### src/rtl/scs_consts.svh
`ifndef SCS_CONSTS_SVH
`define SCS_CONSTS_SVH

// register addresses
`define SCS_ADDR_CONFIG 8'ha1
`define SCS_ADDR_DIVIDER 8'ha2
`define SCS_ADDR_DATA 8'ha3
`define SCS_ADDR_CONTROL 8'hf8

// control register fields
`define SCS_BIT_DONE 7
`define SCS_BIT_WRITE_COLLISION_FLAG 6
`define SCS_BIT_MODE_FAULT_FLAG 5
`define SCS_BIT_OVR 4
`define SCS_BIT_SEL_HI 3
`define SCS_BIT_SEL_LO 2
`define SCS_BIT_TX_BUFFER_EMPTY 1
`define SCS_BIT_EN 0

// configuration register fields
`define SCS_BIT_BUSY 7
`define SCS_BIT_MASTER_ENABLE 6
`define SCS_BIT_SELECTED 3
`define SCS_BIT_PIN 2
`define SCS_BIT_RXBMT 0

// reset values
`define SCS_RST_CONTROL 8'h06
`define SCS_RST_DIVIDER 8'h00
`define SCS_RST_MASTER_ENABLE 1'h0
`define SCS_RST_TXBUF 8'h00

// select pin modes
`define SCS_SEL_3WIRE 2'h0
`define SCS_SEL_INPUT 2'h1

`endif

### src/rtl/scs_pkg.sv
`default_nettype none

package scs_pkg;

  typedef logic [7:0] reg_byte_t;
  typedef logic [1:0] select_mode_t;

endpackage

`default_nettype wire

### src/rtl/spi_control_status_clock.sv
// Notes on behaviour
// - transfer done flag sets when a transfer ends, master or slave.
// - the four event flags stay set until software writes zero.
// - any set event flag with interrupt enabled raises the interrupt request.
// - data write while transmit buffer is full sets write collision flag.
// - a colliding data write is dropped; transmit buffer keeps its contents.
// - mode fault sets when master, select mode 01, select input low.
// - slave overrun sets when last bit arrives while receive data unread.
// - select mode 00 is three-wire; select pin not connected.
// - select mode 01, the reset default, makes the select pin an input.
// - select mode 1x drives the select pin with the mode low bit.
// - transmit buffer empty drops to 0 when the buffer is written.
// - transmit buffer empty rises when data moves to the shift register.
// - master serial clock is system clock over 2 times (divider plus one).
// - divider drives the serial clock only in master mode.
// - control register at 0xf8, with single-bit set and clear writes.
// - data write loads transmit buffer; data read returns receive buffer.
// - master enable 1 selects master, 0 slave; mode fault depends on it.
//
// Added by the designer: the plain strobed port.
`timescale 1ns/100ps
`default_nettype none
`include "scs_consts.svh"

module spi_control_status_clock
  import scs_pkg::*;
#(
  parameter int RX_WIDTH = 8,
  parameter int RX_DEPTH = 2
) (
  input wire logic sys_clk_in,
  input wire logic rstn_in,
  input wire logic [7:0] addr_in,
  input wire logic [7:0] wdata_in,
  input wire logic wr_in,
  input wire logic rd_in,
  output logic [7:0] rdata_out,
  input wire logic bit_wr_in,
  input wire logic [2:0] bit_idx_in,
  input wire logic bit_val_in,
  input wire logic irq_enable_in,
  output logic irq_out,
  input wire logic busy_in,
  input wire logic xfer_done_in,
  input wire logic last_bit_in,
  output logic [7:0] tx_data_out,
  output logic tx_valid_out,
  input wire logic tx_ready_in,
  input wire logic [RX_WIDTH-1:0] rx_data_in,
  input wire logic rx_valid_in,
  output logic rx_ready_out,
  output logic master_enable_out,
  output logic port_enable_out,
  output logic slave_selected_out,
  output logic serial_clk_out,
  output logic serial_clk_edge_out,
  input wire logic select_pin_in,
  output logic select_pin_out,
  output logic select_pin_oe_n_out
);

  localparam int AW = (RX_DEPTH > 1) ? $clog2(RX_DEPTH) : 1;

  // refuse buffer shapes the pointer and read logic cannot serve
  if (RX_DEPTH < 2 || (RX_DEPTH & (RX_DEPTH - 1)) != 0 || RX_WIDTH != 8) begin : g_bad_shape
    $error("receive buffer needs power-of-two depth of at least 2 and width 8");
  end

  // ----------------------------------------------------------------
  // registers and decode
  // ----------------------------------------------------------------
  reg_byte_t ctrl_q, ctrl_d;
  reg_byte_t div_q;
  reg_byte_t tx_buf_q;
  reg_byte_t rdata_q;
  logic master_enable_q;
  logic pin_meta_q, pin_sync_q;
  logic [7:0] cnt_q;
  logic sck_q, sck_edge_q;
  logic [RX_WIDTH-1:0] rx_mem_q [RX_DEPTH];
  logic [AW-1:0] rx_wp_q, rx_rp_q;
  logic [AW:0] rx_cnt_q;

  wire sel_ctrl = (addr_in == `SCS_ADDR_CONTROL);
  wire sel_div = (addr_in == `SCS_ADDR_DIVIDER);
  wire sel_data = (addr_in == `SCS_ADDR_DATA);
  wire sel_cfg = (addr_in == `SCS_ADDR_CONFIG);
  wire ctrl_wr = wr_in && sel_ctrl;
  wire data_wr = wr_in && sel_data;
  wire data_rd = rd_in && sel_data;
  wire ctrl_touch = ctrl_wr || bit_wr_in;

  wire enabled = ctrl_q[`SCS_BIT_EN];
  wire tx_buffer_empty = ctrl_q[`SCS_BIT_TX_BUFFER_EMPTY];
  wire select_mode_t sel_mode = ctrl_q[`SCS_BIT_SEL_HI:`SCS_BIT_SEL_LO];
  wire [3:0] ev_flags = ctrl_q[`SCS_BIT_DONE:`SCS_BIT_OVR];

  // ----------------------------------------------------------------
  // select pin
  // ----------------------------------------------------------------
  always_ff @(posedge sys_clk_in) begin
    if (!rstn_in) begin
      pin_meta_q <= 1'h1;
      pin_sync_q <= 1'h1;
    end else begin
      pin_meta_q <= select_pin_in;
      pin_sync_q <= pin_meta_q;
    end
  end

  wire drive_pin = sel_mode[1];
  assign select_pin_oe_n_out = !drive_pin;
  assign select_pin_out = drive_pin && sel_mode[0];
  assign slave_selected_out = (sel_mode == `SCS_SEL_3WIRE) ? 1'h1 : !pin_sync_q;

  // ----------------------------------------------------------------
  // event detection
  // ----------------------------------------------------------------
  wire rx_empty = (rx_cnt_q == '0);
  wire rx_full = (rx_cnt_q == (AW+1)'(RX_DEPTH));
  wire tx_take = tx_valid_out && tx_ready_in;
  wire set_done = enabled && xfer_done_in;
  wire set_write_collision_flag = data_wr && !tx_buffer_empty;
  wire set_mode_fault_flag = enabled && master_enable_q && (sel_mode == `SCS_SEL_INPUT) && !pin_sync_q;
  wire set_ovr = enabled && !master_enable_q && last_bit_in && !rx_empty;
  wire tx_load = data_wr && tx_buffer_empty;
  wire [3:0] ev_set = {set_done, set_write_collision_flag, set_mode_fault_flag, set_ovr};

  always_comb begin
    ctrl_d = ctrl_q;
    if (ctrl_wr) begin
      ctrl_d = wdata_in;
    end else if (bit_wr_in) begin
      ctrl_d[bit_idx_in] = bit_val_in;
    end
    ctrl_d[`SCS_BIT_DONE:`SCS_BIT_OVR] = ctrl_d[`SCS_BIT_DONE:`SCS_BIT_OVR] | ev_set;
    if (tx_load) begin
      ctrl_d[`SCS_BIT_TX_BUFFER_EMPTY] = 1'h0;
    end else if (tx_take) begin
      ctrl_d[`SCS_BIT_TX_BUFFER_EMPTY] = 1'h1;
    end else begin
      ctrl_d[`SCS_BIT_TX_BUFFER_EMPTY] = tx_buffer_empty;
    end
  end

  assign irq_out = irq_enable_in && (|ev_flags);

  always_ff @(posedge sys_clk_in) begin
    if (!rstn_in) begin
      ctrl_q <= `SCS_RST_CONTROL;
      div_q <= `SCS_RST_DIVIDER;
      master_enable_q <= `SCS_RST_MASTER_ENABLE;
      tx_buf_q <= `SCS_RST_TXBUF;
    end else begin
      ctrl_q <= ctrl_d;
      if (wr_in && sel_div) begin
        div_q <= wdata_in;
      end
      if (wr_in && sel_cfg) begin
        master_enable_q <= wdata_in[`SCS_BIT_MASTER_ENABLE];
      end
      if (tx_load) begin
        tx_buf_q <= wdata_in;
      end
    end
  end

  assign tx_data_out = tx_buf_q;
  assign tx_valid_out = enabled && !tx_buffer_empty;
  assign master_enable_out = master_enable_q;
  assign port_enable_out = enabled;

  // ----------------------------------------------------------------
  // receive buffer
  // ----------------------------------------------------------------
  wire rx_push = rx_valid_in && !rx_full;
  wire rx_pop = data_rd && !rx_empty;
  assign rx_ready_out = !rx_full;

  always_ff @(posedge sys_clk_in) begin
    if (rx_push) begin
      rx_mem_q[rx_wp_q] <= rx_data_in;
    end
  end

  always_ff @(posedge sys_clk_in) begin
    if (!rstn_in) begin
      rx_wp_q <= '0;
      rx_rp_q <= '0;
      rx_cnt_q <= '0;
    end else begin
      rx_wp_q <= rx_wp_q + AW'(rx_push);
      rx_rp_q <= rx_rp_q + AW'(rx_pop);
      rx_cnt_q <= rx_cnt_q + (AW+1)'(rx_push) - (AW+1)'(rx_pop);
    end
  end

  // ----------------------------------------------------------------
  // read port
  // ----------------------------------------------------------------
  wire [7:0] cfg_view = {busy_in, master_enable_q, 2'h0, slave_selected_out, pin_sync_q, 1'h1, rx_empty};
  wire [7:0] rx_head = rx_empty ? 8'h00 : rx_mem_q[rx_rp_q];
  wire [7:0] rd_mux = sel_ctrl ? ctrl_q :
                      sel_div ? div_q :
                      sel_data ? rx_head :
                      sel_cfg ? cfg_view : 8'h00;

  always_ff @(posedge sys_clk_in) begin
    if (!rstn_in) begin
      rdata_q <= 8'h00;
    end else if (rd_in) begin
      rdata_q <= rd_mux;
    end
  end

  assign rdata_out = rdata_q;

  // ----------------------------------------------------------------
  // serial clock divider
  // ----------------------------------------------------------------
  wire sck_run = enabled && master_enable_q && busy_in;
  wire sck_wrap = (cnt_q == div_q);

  always_ff @(posedge sys_clk_in) begin
    if (!rstn_in || !sck_run) begin
      cnt_q <= 8'h00;
      sck_q <= 1'h0;
      sck_edge_q <= 1'h0;
    end else begin
      cnt_q <= sck_wrap ? 8'h00 : cnt_q + 8'h01;
      sck_q <= sck_q ^ sck_wrap;
      sck_edge_q <= sck_wrap;
    end
  end

  assign serial_clk_out = sck_q;
  assign serial_clk_edge_out = sck_edge_q;

  // system clocks since the last serial clock toggle
  logic [8:0] hold_q;
  always_ff @(posedge sys_clk_in) begin
    if (!rstn_in || !sck_run || sck_wrap) begin
      hold_q <= 9'h001;
    end else begin
      hold_q <= hold_q + 9'h001;
    end
  end
endmodule

`default_nettype wire

### config.mk
export PLATFORM = sky130hd
export DESIGN_NAME = spi_control_status_clock
export DESIGN_NICKNAME = d
export VERILOG_FILES = /design/src/rtl/scs_pkg.sv /design/src/rtl/spi_control_status_clock.sv
export VERILOG_INCLUDE_DIRS = /design/src /design/src/rtl
export SDC_FILE = /design/constraint.sdc
export NUM_CORES = 1
export LEC_CHECK = 0
export BUFFER_PORTS_ARGS = -buffer_cell sky130_fd_sc_hd__buf_2
export CELL_PAD_IN_SITES_DETAIL_PLACEMENT = 1
export CELL_PAD_IN_SITES_GLOBAL_PLACEMENT = 1
export CORE_MARGIN = 1.5
export CORE_UTILIZATION = 28
export CTS_CLUSTER_DIAMETER = 40
export DETAILED_ROUTE_END_ITERATION = 10
export GPL_ROUTABILITY_DRIVEN = 0
export HOLD_SLACK_MARGIN = 0.12
export PLACE_DENSITY_LB_ADDON = 0.1
export SLEW_MARGIN = 20
export SYNTH_ARGS = -nofsm -noshare
export SYNTH_HDL_FRONTEND = slang
export SYNTH_SLANG_ARGS = --single-unit
### constraint.sdc
create_clock -name sys_clk_in -period 1.8 [get_ports sys_clk_in]
set_input_delay 0.18 -clock sys_clk_in [delete_from_list [all_inputs] [get_ports sys_clk_in]]
set_output_delay 0.18 -clock sys_clk_in [all_outputs]
set_load 0.005 [all_outputs]
# [Word-level counts from Yosys, hierarchy flattened]
# Memory sizes are Yosys's and may differ from the RTL's. A register that Yosys moved wholly into a read port is not among the register bits.
# Index checks and enable logic that the tools add are counted.
[word_totals] ff_bits=49 latchBits=0 ramBits=16 mem_bits_ro=0 input_bits=40 output_inout_bits=26 word_cells=85 n_memories=1
[memory_table] memory="rx_mem_q" words=2 width=8 rd=1 rd_ports_with_merged_regs=1 write_ports=1 line="spi_control_status_clock.sv:80" source="logic [RX_WIDTH-1:0] rx_mem_q [RX_DEPTH];"
[op_classes] add_sub_neg=5 mul=0 n_div=0 order_cmp=2 eq_ne=7 shift=0 mux=16 n_bitwise=2 reduce_logical=37
[ops] operator="$mux 8" n=7
[ops] operator="$eq 8x8->1 const B" n=4
[ops] operator="$logic_and 1x1->1" n=22
[ops] operator="$add 8x1->8 const B" n=1
[ops] operator="$bwmux 8" n=1
[ops] operator="$eq 8x8->1" n=1
[ops] operator="$logic_not 1->1" n=8
[ops] operator="$mux 1" n=7
[ops] operator="$logic_not 2->1" n=2
[ops] operator="$lt 3x4->1 const B" n=1
[ops] operator="$or 4x4->4" n=1
[ops] operator="$reduce_bool 2->1" n=2
[ops] operator="$reduce_or 4->1" n=1
[ops] operator="$demux 1 s3" n=1
[ops] operator="$ge 3x1->1 const B" n=1
[ops] operator="$add 1x1->1" n=2
[ops] operator="$add 2x1->2" n=1
[ops] operator="$eq 2x1->1 const B" n=1
[ops] operator="$eq 2x2->1 const B" n=1
[ops] operator="$reduce_or 2->1" n=1
[ops] operator="$sub 2x1->2" n=1
[ops] operator="$logic_or 1x1->1" n=1
[ops] operator="$xor 1x1->1" n=1

# [Depth between registers and ports, before layout]
# Gate-level depths: netlist (run 1).
[logic_depth] word_depth=8 mapped_depth=9 ltp_nobuf=9

# [Worst setup path after synthesis (run 1)]
# OpenSTA, ideal clock, no wires.
[synth_path] path_kind="register to register" startpoint="register rx_cnt_q[1]" endpoint="register rx_cnt_q[1]" setup_ns=0.128 arrival_ns=1.516 t_required_ns=1.672 path_slack_ns=0.157 stages_incl_launch_ff=10 n_path_buf=0 synth_period_minus_slack_ns=1.643 path_cell_list="dfxtp_1 o211a_1 nand4_1 inv_1 ha_1 inv_1 ha_1 xor2_1 xnor2_1 nor2_1"
[synth_between] elab_chain_len=5 elab_cells_between_ends=8 cone_classes="add/sub: 2; eq/ne: 1; reduce/logical: 5"
[synth_rtl] item="start: declaration" line="spi_control_status_clock.sv:82" source="logic [AW:0] rx_cnt_q;"
[synth_rtl] item="start signal: assignment" line="spi_control_status_clock.sv:194" source="rx_cnt_q <= rx_cnt_q + (AW+1)'(rx_push) - (AW+1)'(rx_pop);"
[synth_rtl] item="$eq 2x2->1" line="spi_control_status_clock.sv:120" source="wire rx_full = (rx_cnt_q == (AW+1)'(RX_DEPTH));"
[synth_rtl] item="$logic_not 1->1" line="spi_control_status_clock.sv:176" source="wire rx_push = rx_valid_in && !rx_full;"
[synth_rtl] item="$logic_and 1x1->1" line="spi_control_status_clock.sv:176"
[synth_rtl] item="$add 2x1->2" line="spi_control_status_clock.sv:194"
[synth_rtl] item="$sub 2x1->2 (*)" line="spi_control_status_clock.sv:194"
# Every way passes the cells marked *; elsewhere a longest branch is shown, timed or not.
# A chain may end at the register's enable or synchronous reset.

# [Worst setup path after layout (run 1)]
[layout_path] startpoint="register rx_cnt_q[0]" endpoint="register rx_cnt_q[1]"
# Same word-level chain as after synthesis.

==> results of run 1 <==
## per-stage QoR
| stage | cell area, um2 | hold WS (ns) | power (uW) | utilization, % |
|---|---|---|---|---|
| CTS | 3880 | 0.122 | 3200 | 37.4 |
| finish | 3880 | 0.133 | 3150 | 37.4 |
| floorplan | 2990 | 0.279 | 1760 | - |
| global placement | 3510 | 0.368 | 1890 | 33.9 |
| detailed placement | 3510 | 0.373 | 1890 | 33.9 |
| global route | 3880 | 0.141 | 3310 | 37.4 |
## layout by cell type, fill, tap and decap left out, types with 9 or more instances in the layout
cell,synthesis,layout
sky130_fd_sc_hd__o21ai_0,11,11
sky130_fd_sc_hd__buf_2,4,65
sky130_fd_sc_hd__edfxtp_1,16,16
sky130_fd_sc_hd__dfxtp_1,50,49
sky130_fd_sc_hd__clkbuf_8,0,9
sky130_fd_sc_hd__a31oi_1,10,10
sky130_fd_sc_hd__dlygate4sd3_1,0,17
sky130_fd_sc_hd__mux2i_1,18,18
sky130_fd_sc_hd__buf_4,1,13
sky130_fd_sc_hd__nand2_1,32,32
sky130_fd_sc_hd__xnor2_1,10,10
sky130_fd_sc_hd__nand3_1,10,10
sky130_fd_sc_hd__nor2_1,32,32
## power by group
| part | total, uW | internal (uW) | switching [uW] |
|---|---|---|---|
| sequential | 1590 | 1570 | 22.4 |
| combinational | 289 | 136 | 152 |
| clock | 1270 | 649 | 617 |
| total | 3150 | 2360 | 792 |
## sequential cells by signal, summed over array words and instances (netlist names), named ones only
name,cells
rdata_out,8
serial_clk_out,1
cnt_q,8
rx_mem_q,16
rx_rp_q,1
pin_sync_q,1
ctrl_q,8
serial_clk_edge_out,1
tx_data_out,8
rx_wp_q,1
pin_meta_q,1
div_q,8
master_enable_out,1
rx_cnt_q,2
## per-layer routing
layer	share of wire (%)	wire length (um)	vias up
li1	-	-	1257
met3	4.3	361	8
met1	48	4060	1177
met2	47	3970	56
met5	0	0	-
met4	1.1	91	0
## worst max-delay path, delay by kind of cell (launching register included)
kind / cells / cell delay, ns
adders and majority gates: 2 / 0.44
DFF: 1 / 0.34
xor gates and xnor gates: 2 / 0.32
AOI/OAI and AO/OA: 1 / 0.22
and+or+nand+nor: 2 / 0.15
buffers and inverters: 2 / 0.09
## final timing paths
path,to,slack [ns],cells after the start
setup / recovery,rx_cnt_q[1],0.11,9
setup reg to reg,rx_cnt_q[1],0.11,9
hold / removal,tx_data_out[0],0.13,3
hold reg to reg,pin_sync_q,0.41,1
## final cells by class
type | instances | area, um2
Fill cell | 1248 | 6490
Timing Repair Buffer | 95 | 593
Clock inverter | 7 | 76.3
Multi-Input combinational cell | 210 | 1410
Sequential cell | 66 | 1480
Clock buffer | 9 | 124
Tap cell | 136 | 170
Inverter | 7 | 26.3
## cell families (layout without fill, tap and decap cells)
logic type / count (synthesis) / in the layout / synth area share [%]
AOI/OAI and AO/OA: 51 / 51 / 12.2
xor gates and xnor gates: 17 / 17 / 4.97
buffers and inverters: 21 / 118 / 3.43
and+or+nand+nor: 114 / 114 / 20.0
muxes: 23 / 23 / 7.90
adders and majority gates: 5 / 5 / 2.09
DFF: 66 / 66 / 49.5
## repair_timing
action                                 4_1_cts  5_1_grt
endpoints found under the hold margin       24        0
resized for setup                            0        1
hold buffers                                17        0
setup endpoints to repair                    0        1
==> implementation parameters, run 1 <==
Parameter                              Value

Logic synthesis
  Count of flip-flops with a built-in enable after synthesis ... 16
  Cells after Synth ... slightly below 300
  Register bit total from synthesis ... 66
  Share of the synthesized area in the top cell type ... 33.4%
  Most area-hungry cell type in the Yosys netlist ... sky130_fd_sc_hd__dfxtp_1
  Synthesized area ... approximately 0.0030 mm2
  Most frequent cell after synthesis ... sky130_fd_sc_hd__dfxtp_1
  Number of distinct standard cells referenced by the synthesized netlist ... 46
  Mean area per synthesized cell ... 10.1 um2
  Yosys warning total ... 0
  Post-synthesis sequential area ratio ... between 40% and 50%
  Most used flip-flop cell after synthesis ... sky130_fd_sc_hd__dfxtp_1
  Net count of the mapped netlist ... between 300 and 400
  Async set or reset register ratio after synthesis ... 0%
  Commonest cells in the netlist ... 50 x sky130_fd_sc_hd__dfxtp_1, 32 x sky130_fd_sc_hd__nand2_1, 32 x sky130_fd_sc_hd__nor2_1, 18 x sky130_fd_sc_hd__mux2i_1, 16 x sky130_fd_sc_hd__edfxtp_1
  Biggest area contributors in the synthesized netlist ... sky130_fd_sc_hd__dfxtp_1 33%, sky130_fd_sc_hd__edfxtp_1 16%, sky130_fd_sc_hd__mux2i_1 6.0%

Worst setup path
  Source of the critical timing path ... rx_cnt_q[0]
  Nature of the critical path endpoint ... flop
  Critical Setup Path Class ... reg2reg
  Cell Chain, Critical Path ... o211a_1 > nand4_1 > inv_1 > ha_1 > inv_1 > ha_1 > xor2_1 > xnor2_1 > nor2_1
  Required time at the worst-slack endpoint ... 2.00 ns
  Critical path launch point type ... flop
  Data arrival, critical path ... 1.89 ns
  Crit path max-delay cell type ... sky130_fd_sc_hd__dfxtp_2
  Maximum cell stage delay along the critical path ... 0.34 ns
  Maximum fanout count along the critical path ... 5
  Reg2reg start ... rx_cnt_q[0]

STA
  Worst Tran Pin Value ... 0.597 ns
  Final setup viols ... 0
  Final Worst Setup Slack ... 0.111 ns
  Setup_tns ... 0 ns
  Final worst-path cycle share ... 93.8%
  Minimum clock period after layout ... 1.69 ns
  Unrepaired setup endpoints after global routing ... yes
  Achievable Freq ... 0.592 GHz
  Final hold violation count ... 0
  Final-report max-slew violation count ... 0
  Worst rel slew slack ... 60.2%
  Worst Clk Skew ... 0.0119 ns

Min path
  Min-delay src ... wdata_in[0]
  Path type of the worst min-delay path ... in2reg

GRT
  Top Usage Layer GRT ... met2
  Global routing usage on met1 ... 20.3%
  Number of global-route vias before repair ... 2576
  Antenna violations before repair ... 0
  Maximum number of pins on one net before global-route repair ... 26
  Overall track demand over capacity in global routing ... 15.6%
  Remaining global-route overflow ... 0
  Met2 GRT Util ... 26.4%
  Met3 Use GR ... under 10%
  First-pass GRT wire length ... 13400 um

Clocking
  Buffer depth of the longest clock path ... 2
  Later-pin clock latency in the skew report ... 0.33 ns
  Clock root buffer ... sky130_fd_sc_hd__clkbuf_8
  Clock transition at the registers of the reported paths ... 0.08 ns
  TritonCTS buffer count ... 9
  Clock tree from TritonCTS ... built
  Number of clock sinks seen by CTS ... 66
  Post-CTS setup buffer count ... 0
  Clock H-tree levels ... 3

Floorplan
  Num ports ... 66
  Number of placement rows ... 37
  CORE AREA ... 0.0104 mm2
  Die X ... around 110 um
  Total Die Area ... 0.0113 mm2
  DIE HEIGHT ... 106 um
  Starting utilization of the core area ... between 20 and 30%

Place
  I/O Buffers ... 65
  Instance count after placement with tap cells included ... ~500
  DP Worst Slack ... approximately 0.042 ns
  HPWL after detailed placement ... between 6000 and 7000 um

Routing
  Post-detailed-route DRC marker count ... 0
  Overall via count from detail_route ... 2498
  Total routed wirelength ... about 8500 um
  Drt via density ... 4.71
  Drt first-iter violations ... 105
  DR WL/cell ... 16.0 um
  Count of nets left with antenna violations after detail routing ... 0
  First-pass detailed-route iteration total ... 4

Pwr
  Pwr/cell area ... 811 mW/mm2
  Worst vdd ir ... 459 uV
  Leakage ... about 0.0016 uW

Status
  Result of the run ... completed

Finish
  Final cell count without fillers ... 530
  Ant. Diodes ... 0
  Total Nets Final ... 434
  Share of layout cells above drive strength 1 ... 28.2%
  Area growth from synthesis to layout ... 29.7%

Flow run
  Max Cap Viol ... 0
(Power assumes the default switching activity.)
==> inputs of run 2 (changes only) <==
- ABC_AREA: unset -> 1
==> implementation parameters, run 2 <==
Parameter                              Value

Flow run
  Max Cap Viol ... 0 (unchanged)

Worst setup path
  Length in cells of the worst reg-to-reg path ... 10 (+1)
  Required time at the worst-slack endpoint ... 2.06 ns (+0.06 ns)
  Source of the critical timing path ... rx_cnt_q[0]
  Register-to-Register Setup Slack ... 0.17 ns (+0.05 ns)
  Critical Path Sink ... rx_cnt_q[1]
  Data arrival, critical path ... 1.90 ns (about the same)
  Reg2reg end ... rx_cnt_q[1]
  Reg2reg start ... rx_cnt_q[0]
  Critical path launch point type ... flop
  Critical Setup Path Class ... reg2reg
  Nature of the critical path endpoint ... flop
  Maximum fanout count along the critical path ... 3 (-2)

STA
  Final hold violation count ... 0 (unchanged)
  Achievable Freq ... 0.612 GHz (+3.3%)
  Minimum clock period after layout ... 1.63 ns (-0.0547 ns)
  Worst Clk Skew ... 0.00882 ns (-0.00313 ns)
  Final worst-path cycle share ... 90.8% (-3.0 points)
  Unrepaired setup endpoints after global routing ... no
  Final setup viols ... 0 (unchanged)
  Worst rel slew slack ... 58.4% (-1.8 points)
  Final-report max-slew violation count ... 0 (unchanged)
  Worst Tran Pin Value ... 0.623 ns (+0.0264 ns)

GRT
  Number of global-route vias before repair ... 3054 (+19%)
  Met2 GRT Util ... 27.5% (+1.1 points)
  Remaining global-route overflow ... 0 (unchanged)
  Overall track demand over capacity in global routing ... 17.5% (+1.9 points)
  Antenna violations before repair ... 0 (unchanged)
  First-pass GRT wire length ... 15700 um (+17%)
  Maximum number of pins on one net before global-route repair ... 18 (-31%)
  Met3 Use GR ... 3.91% (+0.72 points)
  Global routing usage on met1 ... 24.0% (+3.7 points)
  Top Usage Layer GRT ... met2

Finish
  Total Nets Final ... 542 (+25%)
  Share of layout cells above drive strength 1 ... 22.3% (-5.9 points)
  Area growth from synthesis to layout ... 29.8% (about the same)
  Commonest cells after routing, fill and taps aside ... 104 x sky130_fd_sc_hd__nand2_1, 65 x sky130_fd_sc_hd__buf_2, 50 x sky130_fd_sc_hd__dfxtp_1, 49 x sky130_fd_sc_hd__inv_1, 39 x sky130_fd_sc_hd__nor2_1
  Final design area excluding fillers ... 0.00415 mm2 (+6.8%)
  Total of fill cells in the finished design ... 1354 (+8.5%)
  Ant. Diodes ... 0 (unchanged)
  Most common cell after layout, fill and taps aside ... sky130_fd_sc_hd__nand2_1
  Register with the most flip-flops ... rx_mem_q
  Final core utilization ... 37.8% (+0.33 points)
  Largest register FFs ... 16 (unchanged)

Status
  Result of the run ... completed

Floorplan
  DIE HEIGHT ... 110 um (+3.2%)
  Num ports ... 66 (unchanged)
  Die X ... 110 um (+3.2%)
  Number of placement rows ... 38 (+2.7%)
  Starting utilization of the core area ... 29.1% (+0.22 points)
  CORE AREA ... 0.0110 mm2 (+5.9%)
  Total Die Area ... 0.0121 mm2 (+6.5%)

Logic synthesis
  Mean area per synthesized cell ... 7.72 um2 (-23%)
  Share of the synthesized area in the top cell type ... 31.3% (-2.1 points)
  Net count of the mapped netlist ... 459 (+34%)
  Cells after Synth ... 414 (+39%)
  Count of flip-flops with a built-in enable after synthesis ... 16 (unchanged)
  Async set or reset register ratio after synthesis ... 0% (unchanged)
  Commonest cells in the netlist ... 104 x sky130_fd_sc_hd__nand2_1, 50 x sky130_fd_sc_hd__dfxtp_1, 49 x sky130_fd_sc_hd__inv_1, 40 x sky130_fd_sc_hd__nor2_1, 32 x sky130_fd_sc_hd__a21oi_1
  Yosys warning total ... 0 (unchanged)
  Most frequent cell after synthesis ... sky130_fd_sc_hd__nand2_1
  Most area-hungry cell type in the Yosys netlist ... sky130_fd_sc_hd__dfxtp_1
  Synthesized area ... 0.00320 mm2 (+6.7%)
  Most used flip-flop cell after synthesis ... sky130_fd_sc_hd__dfxtp_1
  Post-synthesis sequential area ratio ... 46.4% (-3.1 points)
  Number of distinct standard cells referenced by the synthesized netlist ... 39 (-15%)
  Register bit total from synthesis ... 66 (unchanged)
  Biggest area contributors in the synthesized netlist ... sky130_fd_sc_hd__dfxtp_1 31%, sky130_fd_sc_hd__edfxtp_1 15%, sky130_fd_sc_hd__nand2_1 12%

Clocking
  Clock H-tree levels ... 3 (unchanged)
  TritonCTS buffer count ... 9 (unchanged)
  Later-pin clock latency in the skew report ... 0.33 ns (about the same)
  Number of clock sinks seen by CTS ... 66 (unchanged)
  Clock tree from TritonCTS ... built
  Buffer depth of the longest clock path ... 2 (unchanged)
  Clock transition at the registers of the reported paths ... 0.06 ns (-0.02 ns)
  Clock root buffer ... sky130_fd_sc_hd__clkbuf_16

Routing
  Drt first-iter violations ... 97 (-7.6%)
  First-pass detailed-route iteration total ... 4 (unchanged)
  Count of nets left with antenna violations after detail routing ... 0 (unchanged)
  DR WL/cell ... 15.0 um (-6.5%)
  Total routed wirelength ... 9600 um (+13%)
  Overall via count from detail_route ... 2957 (+18%)
  Post-detailed-route DRC marker count ... 0 (unchanged)
  Drt via density ... 4.61 (-2.3%)

Pwr
  Pwr/cell area ... 927 mW/mm2 (+14%)
  Overall power after layout ... 3850 uW (+22%)
  Leakage ... 0.00186 uW (+14%)
  Worst vdd ir ... 378 uV (-18%)

Place
  I/O Buffers ... 65 (unchanged)
  Post-place instance area ... 0.00369 mm2 (+5.2%)
  HPWL after detailed placement ... 7440 um (+18%)

Min path
  Path type of the worst min-delay path ... in2reg
  Hold Path Stages ... 3 (unchanged)
==> run 2: cell types whose count changed after synthesis, moves of 8 or more <==
cell | before | now
sky130_fd_sc_hd__nor2_1 | 32 | 40
sky130_fd_sc_hd__inv_1 | 7 | 49
sky130_fd_sc_hd__a21oi_1 | 3 | 32
sky130_fd_sc_hd__mux2i_1 | 18 | 0
sky130_fd_sc_hd__nand3_1 | 10 | 29
sky130_fd_sc_hd__a31oi_1 | 10 | 0
sky130_fd_sc_hd__o21ai_0 | 11 | 26
sky130_fd_sc_hd__nand2_1 | 32 | 104
==> run 2: how the worst min path moves through the flow <==
stage	from	to	slack, ns
floorplan	rx_data_in[0]	rx_mem_q[0][0]	0.28
global placement	rx_data_in[6]	rx_mem_q[0][6]	0.37
detailed placement	rx_data_in[6]	rx_mem_q[0][6]	0.37
CTS	wdata_in[1]	tx_data_out[1]	0.13
global route	wdata_in[1]	tx_data_out[1]	0.14
finish	wdata_in[1]	tx_data_out[1]	0.14
==> run 2: routing by layer <==
metal	wire, um	part of all wire (%)
met1	4840	50
met2	4260	44
met3	359	3.7
met4	152	1.6
met5	0	0
==> run 2: final cells by class <==
type,count,area (um2),share of cell area [%]
multi-input combinational,286,1470,35.5
clock inverter,4,52.6,1.27
inverter,52,203,4.89
timing repair buffer,82,475,11.5
sequential,66,1480,35.7
tap,140,175,4.22
clock buffer,12,289,6.97
==> run 2: power breakdown <==
| group | internal (uW) | switching, uW | total [uW] | leakage [uW] |
|---|---|---|---|---|
| Sequential | 1570 | 20.8 | 1590 | 0.000554 |
| Combinational | 114 | 189 | 302 | 0.00114 |
| Clock | 1280 | 674 | 1960 | 0.000169 |
==> run 2: metrics by stage <==
step	std cells	setup TNS, ns	hold WS, ns	setup slack (ns)
6_report	642	0	0.138	0.166
5_1_grt	642	0	0.145	0.00605
4_1_cts	642	0	0.131	0.0475
3_5_place_dp	617	-0.0105	0.372	-0.0105
3_3_place_gp	617	0	0.369	0.146
2_1_floorplan	414	0	0.279	0.202
==> run 2: critical path, stage by stage (launching register included) <==
cell	delay (ns)
sky130_fd_sc_hd__dfxtp_1	0.36
sky130_fd_sc_hd__nor2_2	0.15
sky130_fd_sc_hd__inv_1	0.05
sky130_fd_sc_hd__nand3_1	0.09
sky130_fd_sc_hd__inv_1	0.05
sky130_fd_sc_hd__ha_1	0.28
sky130_fd_sc_hd__inv_1	0.09
sky130_fd_sc_hd__ha_4	0.14
sky130_fd_sc_hd__xor2_2	0.16
sky130_fd_sc_hd__o21ai_1	0.08
sky130_fd_sc_hd__a21oi_1	0.13
==> run 2: timing repair <==
action                                 CTS  global route
resized for setup                        0             5
endpoints found under the hold margin   17             0
hold buffers                             9             0
setup endpoints to repair                0             1
setup buffers                            0             0
==> run 2: cells by family after synthesis <==
logic type	synth area share (%)
adders and majority gates	1.96
DFF	46.4
buffers and inverters	8.30
xor gates and xnor gates	3.01
AOI/OAI and AO/OA	12.2
and+or+nand+nor	28.2
